## config.mk

```make
export PLATFORM = sky130hd
export DESIGN_NAME = sfrl_top
export DESIGN_NICKNAME = d
export VERILOG_FILES = /design/src/sfrl_pkg.sv /design/src/sfrl_top.sv
export SDC_FILE = /design/constraint.sdc
export NUM_CORES = 1
export LEC_CHECK = 0
export ABC_AREA = 1
export BUFFER_PORTS_ARGS = -buffer_cell sky130_fd_sc_hd__buf_2
export CORE_MARGIN = 1
export CORE_UTILIZATION = 35
export DETAILED_ROUTE_END_ITERATION = 6
export GPL_ROUTABILITY_DRIVEN = 0
export PLACE_DENSITY = 0.65
export SETUP_SLACK_MARGIN = 0.1
export SLEW_MARGIN = 20
export SYNTH_ARGS = -nofsm -noshare
export SYNTH_HDL_FRONTEND = slang
export SYNTH_SLANG_ARGS = --single-unit
export TNS_END_PERCENT = 30
```

## constraint.sdc

```tcl
create_clock -name sys_clk -period 3.4 [get_ports sys_clk]
set_input_delay 0.34 -clock sys_clk [delete_from_list [all_inputs] [get_ports sys_clk]]
set_output_delay 0.34 -clock sys_clk [all_outputs]
set_load 0.005 [all_outputs]
```

## src/sfrl_pkg.sv

```systemverilog
// Purpose: constants for the safety fault response logic
// Assumes: 250 MHz sys_clk, synchronous active-high reset
// Notes:   configuration arrives on a plain register port
//
// What this block does
// Mismatch counts only after discrepancy time persists
// Dual/triple mismatch reports fault or warning
// Configured mismatch current must exceed zero
// Mismatch current should be well below span
// Failsafe-selected active fault enters fail-safe
// Failsafe-selected faults hidden from transition inputs
// Every fault routed to failsafe or transitions
// Overcurrent de-energizes channel and raises fault
// Overcurrent fault per output and pulsed input
// Failsafe policy latches until field supply cycles
// Auto-recover clears fault after recovery time
// Auto-recover repeats while overcurrent persists
// No-recover holds off until supply cycles
// Every output and variable needs a default
// Start of execution drives all defaults
// Unassigned outputs take top-level defaults
// Entering compound state applies its defaults
// Compound defaults fill unassigned simple outputs
// Innermost assigning state wins
// Fail-safe forces safety outputs de-energized
package sfrl_pkg;
  // ----------------------------------------
  // Sizes
  // ----------------------------------------
  localparam int NUM_AI    = 3;
  localparam int NUM_CH    = 8;
  localparam int NUM_SIG   = 16;
  localparam int CUR_W     = 16;
  localparam int CNT_W     = 24;
  localparam int NUM_FAULT = NUM_CH + 2;
  // ----------------------------------------
  // Register offsets
  // ----------------------------------------
  localparam logic [7:0] REG_CTRL      = 8'h00;
  localparam logic [7:0] REG_DISC_CUR  = 8'h04;
  localparam logic [7:0] REG_DISC_TIME = 8'h08;
  localparam logic [7:0] REG_RECOV     = 8'h0C;
  localparam logic [7:0] REG_POLICY    = 8'h10;
  localparam logic [7:0] REG_FSSEL     = 8'h14;
  localparam logic [7:0] REG_DEF_TOP   = 8'h18;
  localparam logic [7:0] REG_DEF_CMP   = 8'h1C;
  localparam logic [7:0] REG_STATUS    = 8'h20;
  localparam logic [7:0] REG_FAULTS    = 8'h24;
  // ----------------------------------------
  // Field positions and reset values
  // ----------------------------------------
  localparam int CTRL_RUN_BIT  = 0;
  localparam int CTRL_TRIP_BIT = 1;
  localparam int FSSEL_DISC_BIT = NUM_CH;
  localparam int FSSEL_WARN_BIT = NUM_CH + 1;
  localparam logic [CUR_W-1:0] DISC_CUR_RST  = 16'h0010;
  localparam logic [CNT_W-1:0] DISC_TIME_RST = 24'h0003E8;
  localparam logic [CNT_W-1:0] RECOV_RST     = 24'h0009C4;
  // Overcurrent policy codes, two bits per channel
  localparam logic [1:0] POL_FAILSAFE = 2'h0;
  localparam logic [1:0] POL_AUTO     = 2'h1;
  localparam logic [1:0] POL_NONE     = 2'h2;
  typedef enum logic [2:0] {
    OC_OK  = 3'b001,
    OC_OFF = 3'b010,
    OC_HLD = 3'b100
  } sfrl_oc_t;
endpackage

```

## src/sfrl_top.sv

```systemverilog
// Purpose: fault routing, overcurrent policy and default output resolution
// Assumes: field inputs are asynchronous; config written by software port
// Notes:   supply power-cycle is seen as field_supply_ok falling
`timescale 1ns/1ps
module sfrl_top
  import sfrl_pkg::*;
(
  // Clock and reset
  input  wire logic               sys_clk,
  input  wire logic               rst,
  // Register port
  input  wire logic [7:0]         addr,
  input  wire logic [31:0]        wdata,
  input  wire logic               wr,
  input  wire logic               rd,
  output logic      [31:0]        rdata,
  // Field side
  input  wire logic               field_supply_ok,
  input  wire logic [NUM_CH-1:0]  overcurrent_in,
  input  wire logic [NUM_CH-1:0]  oc_present,
  input  wire logic [CUR_W-1:0]   ai_cur [NUM_AI],
  input  wire logic               ai_triple,
  // State machine side
  input  wire logic [NUM_SIG-1:0] simple_assign,
  input  wire logic [NUM_SIG-1:0] simple_value,
  input  wire logic               in_compound,
  input  wire logic               compound_enter,
  // Outputs
  output logic [NUM_SIG-1:0]      sig_out,
  output logic [NUM_CH-1:0]       channel_overload_fault,
  output logic                    redundancy_mismatch_fault,
  output logic                    redundancy_mismatch_warning,
  output logic [NUM_FAULT-1:0]    transition_faults,
  output logic                    failsafe
);
  // ----------------------------------------
  // Configuration registers
  // ----------------------------------------
  logic               run;
  logic               disc_is_warn;
  logic [CUR_W-1:0]   disc_cur;
  logic [CNT_W-1:0]   disc_time;
  logic [CNT_W-1:0]   recov_time;
  logic [2*NUM_CH-1:0] policy;
  logic [NUM_FAULT-1:0] fs_sel;
  logic [NUM_SIG-1:0] def_top;
  logic [NUM_SIG-1:0] def_cmp;
  logic [NUM_SIG-1:0] cmp_latched;

  always_ff @(posedge sys_clk)
  begin
    if (rst)
    begin
      run          <= 1'b0;
      disc_is_warn <= 1'b0;
      disc_cur     <= DISC_CUR_RST;
      disc_time    <= DISC_TIME_RST;
      recov_time   <= RECOV_RST;
      policy       <= '0;
      fs_sel       <= '0;
      def_top      <= '0;
      def_cmp      <= '0;
    end
    else if (wr)
    begin
      case (addr)
        REG_CTRL:
        begin
          run          <= wdata[CTRL_RUN_BIT];
          disc_is_warn <= wdata[CTRL_TRIP_BIT];
        end
        REG_DISC_CUR:  disc_cur   <= wdata[CUR_W-1:0];
        REG_DISC_TIME: disc_time  <= wdata[CNT_W-1:0];
        REG_RECOV:     recov_time <= wdata[CNT_W-1:0];
        REG_POLICY:    policy     <= wdata[2*NUM_CH-1:0];
        REG_FSSEL:     fs_sel     <= wdata[NUM_FAULT-1:0];
        REG_DEF_TOP:   def_top    <= wdata[NUM_SIG-1:0];
        REG_DEF_CMP:   def_cmp    <= wdata[NUM_SIG-1:0];
        default:       ;
      endcase
    end
  end

  // ----------------------------------------
  // Input synchronisers
  // ----------------------------------------
  logic [NUM_CH-1:0] oc_s1, oc_s2, pr_s1, pr_s2;
  logic              sup_s1, sup_s2, sup_d;
  always_ff @(posedge sys_clk)
  begin
    if (rst)
    begin
      oc_s1  <= '0;
      oc_s2  <= '0;
      pr_s1  <= '0;
      pr_s2  <= '0;
      sup_s1 <= 1'b0;
      sup_s2 <= 1'b0;
      sup_d  <= 1'b0;
    end
    else
    begin
      oc_s1  <= overcurrent_in;
      oc_s2  <= oc_s1;
      pr_s1  <= oc_present;
      pr_s2  <= pr_s1;
      sup_s1 <= field_supply_ok;
      sup_s2 <= sup_s1;
      sup_d  <= sup_s2;
    end
  end
  // A supply power-cycle shows as a falling edge of the supply-good level
  wire supply_cycle = sup_d & ~sup_s2;

  // ----------------------------------------
  // Redundant analog mismatch check
  // ----------------------------------------
  function automatic logic [CUR_W-1:0] absdiff(input logic [CUR_W-1:0] a,
                                               input logic [CUR_W-1:0] b);
    absdiff = (a > b) ? a - b : b - a;
  endfunction
  wire mis01 = absdiff(ai_cur[0], ai_cur[1]) > disc_cur;
  wire mis02 = absdiff(ai_cur[0], ai_cur[2]) > disc_cur;
  wire mis12 = absdiff(ai_cur[1], ai_cur[2]) > disc_cur;
  wire mismatch = mis01 | (ai_triple & (mis02 | mis12));
  logic [CNT_W-1:0] disc_cnt;
  logic             disc_hit;
  always_ff @(posedge sys_clk)
  begin
    if (rst | ~mismatch)
    begin
      disc_cnt <= '0;
      disc_hit <= 1'b0;
    end
    else if (disc_cnt >= disc_time)
      disc_hit <= 1'b1;
    else
      disc_cnt <= disc_cnt + 1'b1;
  end
  always_ff @(posedge sys_clk)
  begin
    if (rst)
    begin
      redundancy_mismatch_fault   <= 1'b0;
      redundancy_mismatch_warning <= 1'b0;
    end
    else
    begin
      redundancy_mismatch_fault   <= disc_hit & ~disc_is_warn;
      redundancy_mismatch_warning <= disc_hit & disc_is_warn;
    end
  end

  // ----------------------------------------
  // Overcurrent policy per channel
  // ----------------------------------------
  sfrl_oc_t         oc_st [NUM_CH];
  logic [CNT_W-1:0] rec_cnt [NUM_CH];
  logic [NUM_CH-1:0] oc_fs_trip;
  logic [NUM_CH-1:0] ch_fault;
  genvar g;
  generate
    for (g = 0; g < NUM_CH; g++)
    begin : oc_gen
      wire [1:0] pol = policy[2*g+1:2*g];
      assign ch_fault[g]   = oc_st[g] != OC_OK;
      assign oc_fs_trip[g] = ch_fault[g] & (pol == POL_FAILSAFE);
      always_ff @(posedge sys_clk)
      begin
        if (rst)
        begin
          oc_st[g]   <= OC_OK;
          rec_cnt[g] <= '0;
        end
        else
        begin
          case (oc_st[g])
            OC_OK:
              if (oc_s2[g])
              begin
                oc_st[g]   <= (pol == POL_AUTO) ? OC_OFF : OC_HLD;
                rec_cnt[g] <= '0;
              end
            OC_OFF:
              if (rec_cnt[g] >= recov_time)
                oc_st[g] <= pr_s2[g] ? OC_OFF : OC_OK;
              else
                rec_cnt[g] <= rec_cnt[g] + 1'b1;
            OC_HLD:
              if (supply_cycle)
                oc_st[g] <= OC_OK;
            default: oc_st[g] <= OC_OK;
          endcase
          if (oc_st[g] == OC_OFF && rec_cnt[g] >= recov_time && pr_s2[g])
            rec_cnt[g] <= '0;
        end
      end
    end
  endgenerate

  // ----------------------------------------
  // Fault routing and fail-safe
  // ----------------------------------------
  wire [NUM_FAULT-1:0] all_faults = {redundancy_mismatch_warning,
                                     redundancy_mismatch_fault, ch_fault};
  wire [NUM_FAULT-1:0] fs_mask = {fs_sel[NUM_FAULT-1:NUM_CH], {NUM_CH{1'b0}}};
  // A latched failsafe-policy overload is released by the same supply cycle
  // that clears fail-safe, so it must not re-arm fail-safe in that cycle
  wire fs_cause = |(all_faults & fs_mask) | ((|oc_fs_trip) & ~supply_cycle);
  // Failsafe-policy overcurrent is hidden just like a checked failsafe box
  wire [NUM_CH-1:0] oc_hidden;
  generate
    for (g = 0; g < NUM_CH; g++)
    begin : hide_gen
      assign oc_hidden[g] = policy[2*g+1:2*g] == POL_FAILSAFE;
    end
  endgenerate
  wire [NUM_FAULT-1:0] hidden = fs_mask | {2'b00, oc_hidden};
  always_ff @(posedge sys_clk)
  begin
    if (rst)
      failsafe <= 1'b0;
    else if (fs_cause)
      failsafe <= 1'b1;
    else if (supply_cycle)
      failsafe <= 1'b0;
  end
  always_ff @(posedge sys_clk)
  begin
    if (rst)
    begin
      transition_faults      <= '0;
      channel_overload_fault <= '0;
    end
    else
    begin
      transition_faults      <= all_faults & ~hidden;
      channel_overload_fault <= ch_fault;
    end
  end

  // ----------------------------------------
  // Default value resolution
  // ----------------------------------------
  always_ff @(posedge sys_clk)
  begin
    if (rst)
      cmp_latched <= '0;
    else if (compound_enter)
      cmp_latched <= def_cmp;
  end
  wire [NUM_SIG-1:0] outer = in_compound ? cmp_latched : def_top;
  wire [NUM_SIG-1:0] resolved = (simple_assign & simple_value) |
                                (~simple_assign & outer);
  // Channels follow signal lanes 0..NUM_CH-1; the rest are variables
  wire [NUM_SIG-1:0] chan_off = {{(NUM_SIG-NUM_CH){1'b0}}, ch_fault};
  always_ff @(posedge sys_clk)
  begin
    if (rst)
      sig_out <= '0;
    else if (failsafe)
      sig_out <= '0;
    else if (!run)
      sig_out <= def_top & ~chan_off;
    else
      sig_out <= resolved & ~chan_off;
  end

  // ----------------------------------------
  // Read port
  // ----------------------------------------
  wire [31:0] rd_mux =
    (addr == REG_CTRL)      ? {30'h0, disc_is_warn, run} :
    (addr == REG_DISC_CUR)  ? {16'h0, disc_cur} :
    (addr == REG_DISC_TIME) ? {8'h0, disc_time} :
    (addr == REG_RECOV)     ? {8'h0, recov_time} :
    (addr == REG_POLICY)    ? {16'h0, policy} :
    (addr == REG_FSSEL)     ? {22'h0, fs_sel} :
    (addr == REG_DEF_TOP)   ? {16'h0, def_top} :
    (addr == REG_DEF_CMP)   ? {16'h0, def_cmp} :
    (addr == REG_STATUS)    ? {31'h0, failsafe} :
    (addr == REG_FAULTS)    ? {22'h0, all_faults} : 32'h0;
  always_ff @(posedge sys_clk)
  begin
    if (rst)
      rdata <= '0;
    else
      rdata <= rd ? rd_mux : 32'h0;
  end

  // ----------------------------------------
  // Checks
  // ----------------------------------------
  mis_short_a: assert property (@(posedge sys_clk) disable iff (rst)
    !mismatch |=> !disc_hit)
    else $error("mismatch reported without persistence");
  fs_enter_a: assert property (@(posedge sys_clk) disable iff (rst)
    fs_cause |=> failsafe)
    else $error("fail-safe not entered");
  fs_outs_a: assert property (@(posedge sys_clk) disable iff (rst)
    failsafe |=> sig_out == '0)
    else $error("outputs live in fail-safe");
  hide_fs_a: assert property (@(posedge sys_clk) disable iff (rst)
    ##1 (transition_faults & $past(hidden)) == '0)
    else $error("hidden fault visible");
  oc_off_a: assert property (@(posedge sys_clk) disable iff (rst)
    ch_fault[0] && !failsafe |=> !sig_out[0])
    else $error("channel energized during overcurrent");
  warn_sel_a: assert property (@(posedge sys_clk) disable iff (rst)
    disc_hit && disc_is_warn |=> redundancy_mismatch_warning && !redundancy_mismatch_fault)
    else $error("warning routing wrong");
  hold_none_a: assert property (@(posedge sys_clk) disable iff (rst)
    oc_st[0] == OC_HLD && !supply_cycle |=> oc_st[0] == OC_HLD)
    else $error("no-recover released early");
  start_def_a: assert property (@(posedge sys_clk) disable iff (rst)
    !run && !failsafe && !ch_fault[0] |=> sig_out[0] == $past(def_top[0]))
    else $error("default not driven before run");
endmodule

```

Word level (Yosys, flattened, before mapping)
Memory sizes are Yosys's and may differ from the RTL's.
Index checks and enable logic that the tools add are counted.
{ "word_totals": {"out_inout_bits": 69, "wordCells": 508, "mem_bits_rw": 216, "inputBits": 144, "mem_count": 2, "register_bits": 269} }
{ "mem_list": {"columns": ["name", "depth", "width", "read_ports", "rd_clocked_by_memory_dff", "wr", "line_no", "source"], "rows": [
  ["rec_cnt", 8, 24, 8, 0, 8, "sfrl_top.sv:158", "logic [CNT_W-1:0] rec_cnt [NUM_CH];"],
  ["oc_st", 8, 3, 8, 0, 8, "sfrl_top.sv:157", "sfrl_oc_t oc_st [NUM_CH];"]
]} }
{ "classes": {"reduce_logical": 49, "eq_ne": 49, "addsub": 15, "bitwise": 89, "magnitude_cmp": 15, "muxes": 260} }
{ "ops": {"columns": ["op", "count"], "rows": [
  ["two-way mux 24 bit", 26],
  ["adder 24 x 1 -> 24 bit (second input constant)", 9],
  [">= comparator 24 bit", 9],
  ["two-way mux 1 bit", 173],
  ["two-way mux 16 bit", 10],
  ["two-way mux 3 bit", 40],
  ["greater-than comparator 16 bit", 6],
  ["subtractor 16 bit", 6],
  ["bitwise AND 16 bit", 4],
  ["OR 1 bit", 60],
  ["equality test 8 x 5 -> 1 bit (second input constant)", 4],
  ["OR reduction 3 bit", 9],
  ["equality test 3 x 1 -> 1 bit (second input constant)", 8],
  ["equality test 3 x 2 -> 1 bit (second input constant)", 8],
  ["equality test 3 bit (second input constant)", 8],
  ["!= test 3 x 1 -> 1 bit (second input constant)", 8],
  ["bitwise AND 10 bit", 2],
  ["two-way mux 10 bit", 2],
  ["two-way mux 2 bit", 9],
  ["equality test 2 x 1 -> 1 bit (second input constant)", 8],
  ["equality test 8 x 4 -> 1 bit (second input constant)", 2],
  ["equality test 8 x 6 -> 1 bit (second input constant)", 2],
  ["logical AND 1 bit", 16],
  ["logical NOT 2 bit", 8],
  ["other kinds (16)", 40]
]} }

Logic depth before layout (Yosys ltp)
An unclocked memory read counts as a cell.
{ "logic_depth": {"ltp_word": 12, "depth_mapped": 33, "depth_no_buf": 30} }

Least setup slack after synthesis
No wires, ideal clock.
{ "synth_path": {"path_type": "input to register", "from": "input ai_cur[32] (netlist bit)", "to": "register disc_cnt[13]", "slack_ns": 0.100, "setup_ns": 0.127, "required_time_ns": 3.273, "path_buffers": 2, "arrival_ns": 3.174, "cell_stages": 26, "path_cell_list": "inv_1 > ha_1 > inv_1 > fa_1 > nand2_1 > nand2_1 > nand2_1 > nand3_2 > nand2_1 > nand2_1 > nand2_2 > buf_2 > nand2_1 > nand2_1 > inv_1 > ha_1 > nand2_1 > nor3_1 > nand3_1 > nand2_1 > nand2_1 > nand2_1 > nand2_1 > nand2_1 > clkbuf_1 > nor2_1"} }
{ "synth_via": {"elab_chain_len": 8, "elab_cells_between_ends": 15, "cone_classes": "add/sub (4); order compare (4); mux (2); bitwise (5)"} }
{ "synth_lines": {"columns": ["element", "line_no", "source"], "rows": [
  ["start: declaration", "sfrl_top.sv:21", "input wire logic [CUR_W-1:0] ai_cur [NUM_AI],"],
  ["subtractor 16 bit / greater-than comparator 16 bit (equally long branches)", "sfrl_top.sv:120", "absdiff = (a > b) ? a - b : b - a;"],
  ["two-way mux 16 bit", "sfrl_top.sv:120", null],
  ["greater-than comparator 16 bit", "sfrl_top.sv:123", "wire mis02 = absdiff(ai_cur[0], ai_cur[2]) > disc_cur;"],
  ["OR 1 bit", "sfrl_top.sv:125", "wire mismatch = mis01 | (ai_triple & (mis02 | mis12));"],
  ["bitwise AND 1 bit", "sfrl_top.sv:125", null],
  ["OR 1 bit *", "sfrl_top.sv:125", null],
  ["NOT 1 bit *", "sfrl_top.sv:130", "if (rst | ~mismatch)"],
  ["OR 1 bit *", "sfrl_top.sv:130", null],
  ["end signal: assignment", "sfrl_top.sv:138", "disc_cnt <= disc_cnt + 1'b1;"],
  ["end: declaration", "sfrl_top.sv:126", "logic [CNT_W-1:0] disc_cnt;"]
]} }
Mark *: on every way between the ends. The rest lies on a longest branch, timed or not.
A chain may end at the register's enable or synchronous reset.

Worst setup path after layout
{ "layout_path": {"from": "input ai_cur[32] (netlist bit)", "to": "register disc_cnt[0]"} }
Same word-level chain as after synthesis.

==> results.md <==
- Outcome: complete, no violations
- Routed WL per cell: 17.4 um
- Fin crit share: 89.2%
- I/O Buffers: 196
- Dpl cells: 6511
- Crit path DAT: 3.60 ns
- Tot Pwr: 15.3 mW
- Number of synthesized flops with an enable pin: 216
- Worst slew pin tran: 0.967 ns
- Htree depth: 2
- Final setup TNS: 0 ns
- Clk root buf: clkbuf_16
- Yosys top cell by area: edfxtp_1
- Slew HR: 35.4%
- Most frequent cells after synthesis: nand2_1 (1085), inv_1 (661), nor2_1 (563)
- Net count, final: 5819
- Clk_lat worst skew: 0.64 ns
- GRT Total Usage: 22.6%
- Initial antenna violation count: 7
- Max Cap Viol: 0
- Fin. Hold Viols: 0
- Flops & latches, synth: 477
- Critical path type: in -> reg
- Synth top area share: 18.7%
- Asr flop ratio synth: 0%
- Final Instance Count excl. Fillers: 6640
- Routed wire length: 116000 um
- Layout cell share with drive strength beyond 1: 13.4%
- Placed inst area: 39200 um^2
- Fmax: 330 MHz
- Initial core utilization: 35.3%
- Post-route cell area: 41300 um^2
- Largest net degree at the start of global routing: 64
- Area growth syn-to-layout: 18.7%
- Hold Path Class: in -> reg
- Largest cells by area after synthesis: edfxtp_1 (19%), dfxtp_1 (15%), ha_1 (13%)
- Yosys cell types: 52
- Avg Cell Area, Syn: 7.20 um^2
- Ys Warns: 0
- Cells after Synth: 4827
- Post-detail-place hpwl: 90300 um
- Leakage: 18.7 nW
- Crit path max-delay cell type: fa_1
- CTS tree: built
- Die X: 317 um
- CP endpoint kind: flop
- Num ports: 213
- GR Overflow Total: 0
- TritonCTS Buffers: 55
- Post-synthesis sequential area ratio: 33.7%
- Critical Path Max Stage Delay: 0.40 ns
- Critical-path maximum fanout: 25
- Power Dens Cells: 372 nW/um^2
- Critical Path RT: 3.96 ns
- Count leader, synth: nand2_1
- Clk buf depth: 3
- Setup-failing EPs final: 0
- CP most frequent cell: nand2_1
- Top FF cell, synth: dfxtp_1
- CP Buf/Inv Count: 6
- CTS Sinks: 477
- Cell family with most CP delay: simple AND/OR/NAND/NOR gates
- Pre-Repair DR Iteration Count: 6
- First-pass GRT wire length: 178000 um
- Clock transition at the registers of the reported paths: 0.07 ns
- Rows: 115
- Critical Path Source Type: primary input
- Final ANT Viol Nets: 0
- Vias per std cell: 5.08
- Slew Limit Fails: 0
- DR iter-0 viols: 3142
- Max VDD drop: 0.319 mV
- RSZ-0062 raised after global routing: false
- Full die area: 101000 um^2
- Clk_skew: 0.0327 ns
- Post-route minimum period: 3.03 ns
- Drt drc: 0
- Number of global-route vias before repair: 31900
- Post-Syn Area: 34800 um^2
- Vias: 33700
- Die height: 317 um
- Core area: 98400 um^2
-- cell families (layout without fill, tap and decap cells) --
logic type	after synthesis	in the layout	synth area share, %
simple gates	2202	2202	27.2
compound gates	826	826	12.8
buf+inv	797	1313	9.00
flops	477	477	33.7
fa+ha+maj	372	372	13.5
xor+xnor	152	152	3.83
other cells	1	11	0.0108
-- sequential cells by signal, indices dropped and copies added (netlist names), 24 cells and up --
| register | cells |
|---|---|
| disc_cnt | 24 |
| disc_time | 24 |
| oc_st | 24 |
| rdata | 24 |
| rec_cnt | 192 |
| recov_time | 24 |
-- path summary, 6_finish.rpt --
path         slack (ns)                            to  cells after the start                        from
min                0.03        sig_out[11]$_SDFF_PP0_                      3            simple_value[11]
min reg2reg        0.41           pr_s2[2]$_SDFF_PP0_                      2         pr_s1[2]$_SDFF_PP0_
max reg2reg        0.54  rec_cnt[1][44]$_SDFFCE_PP0P_                     10  recov_time[5]$_SDFFE_PP0P_
max                0.37      disc_cnt[0]$_SDFFE_PP0N_                     28                  ai_cur[32]
-- layout by cell type (no fill, tap or decap), types with 23 or more instances in the layout --
| master | n |
|---|---|
| nand2_1 | 1084 |
| inv_1 | 661 |
| nor2_1 | 561 |
| a21oi_1 | 450 |
| ha_1 | 365 |
| buf_4 | 303 |
| dfxtp_1 | 261 |
| o21ai_0 | 233 |
| edfxtp_1 | 216 |
| buf_2 | 195 |
| nand3_1 | 173 |
| xor2_1 | 116 |
| nor3_1 | 115 |
| nand4_1 | 110 |
| clkbuf_16 | 58 |
| xnor2_1 | 36 |
| or2_2 | 30 |
| nor2_2 | 25 |
| a211oi_1 | 23 |
| nor4_1 | 23 |
-- worst register-to-register path, stage by stage, from the launching register on --
cell	delay, ns
dfxtp_1	0.31
inv_1	0.59
ha_1	0.38
a21oi_1	0.16
o21a_1	0.13
nand2_1	0.08
nand2_1	0.08
nand4_1	0.10
nand3_1	0.15
nand3_1	0.32
buf_12	0.29
-- report_power, final --
group | switching [mW] | internal (mW) | leakage (nW)
logic | 1.75 | 1.22 | 13.5
registers | 0.196 | 6.17 | 4.35
clock network | 2.56 | 3.43 | 0.889
-- per-stage QoR --
stage | utilization, % | setup WS (ns) | hold slack, ns
after global routing | 41.9 | 0.0938 | 0.0367
final | 41.9 | 0.366 | 0.0286
after floorplan | - | 0.191 | 0.388
after global placement | 39.8 | -0.237 | 0.399
after detailed placement | 39.8 | -0.271 | 0.405
after CTS | 41.9 | 0.384 | 0.0000867
-- metal layers --
metal,wire [um],up-vias,track usage [%]
li1,-,16800,-
met1,51000,15600,30.3
met2,52000,1109,36.8
met3,8020,220,3.20
met4,4470,6,8.58
met5,29,-,0
-- what timing repair did --
item,4_1_cts,5_1_grt
hold buffers,20,0
gates resized for setup,0,15
hold endpoints to repair,22,0
setup endpoints to repair,0,25
setup buffers,0,2
-- final cells by class --
type	instances	area, um^2
fill	10200	57100
clock inverter	24	194
antenna	3	7.51
clock buffer	80	1600
timing repair buffer	524	3570
tap	1287	1610
sequential	477	11700
multi-input combinational	3560	20000
inverter	685	2580
(Power assumes the default switching activity.)
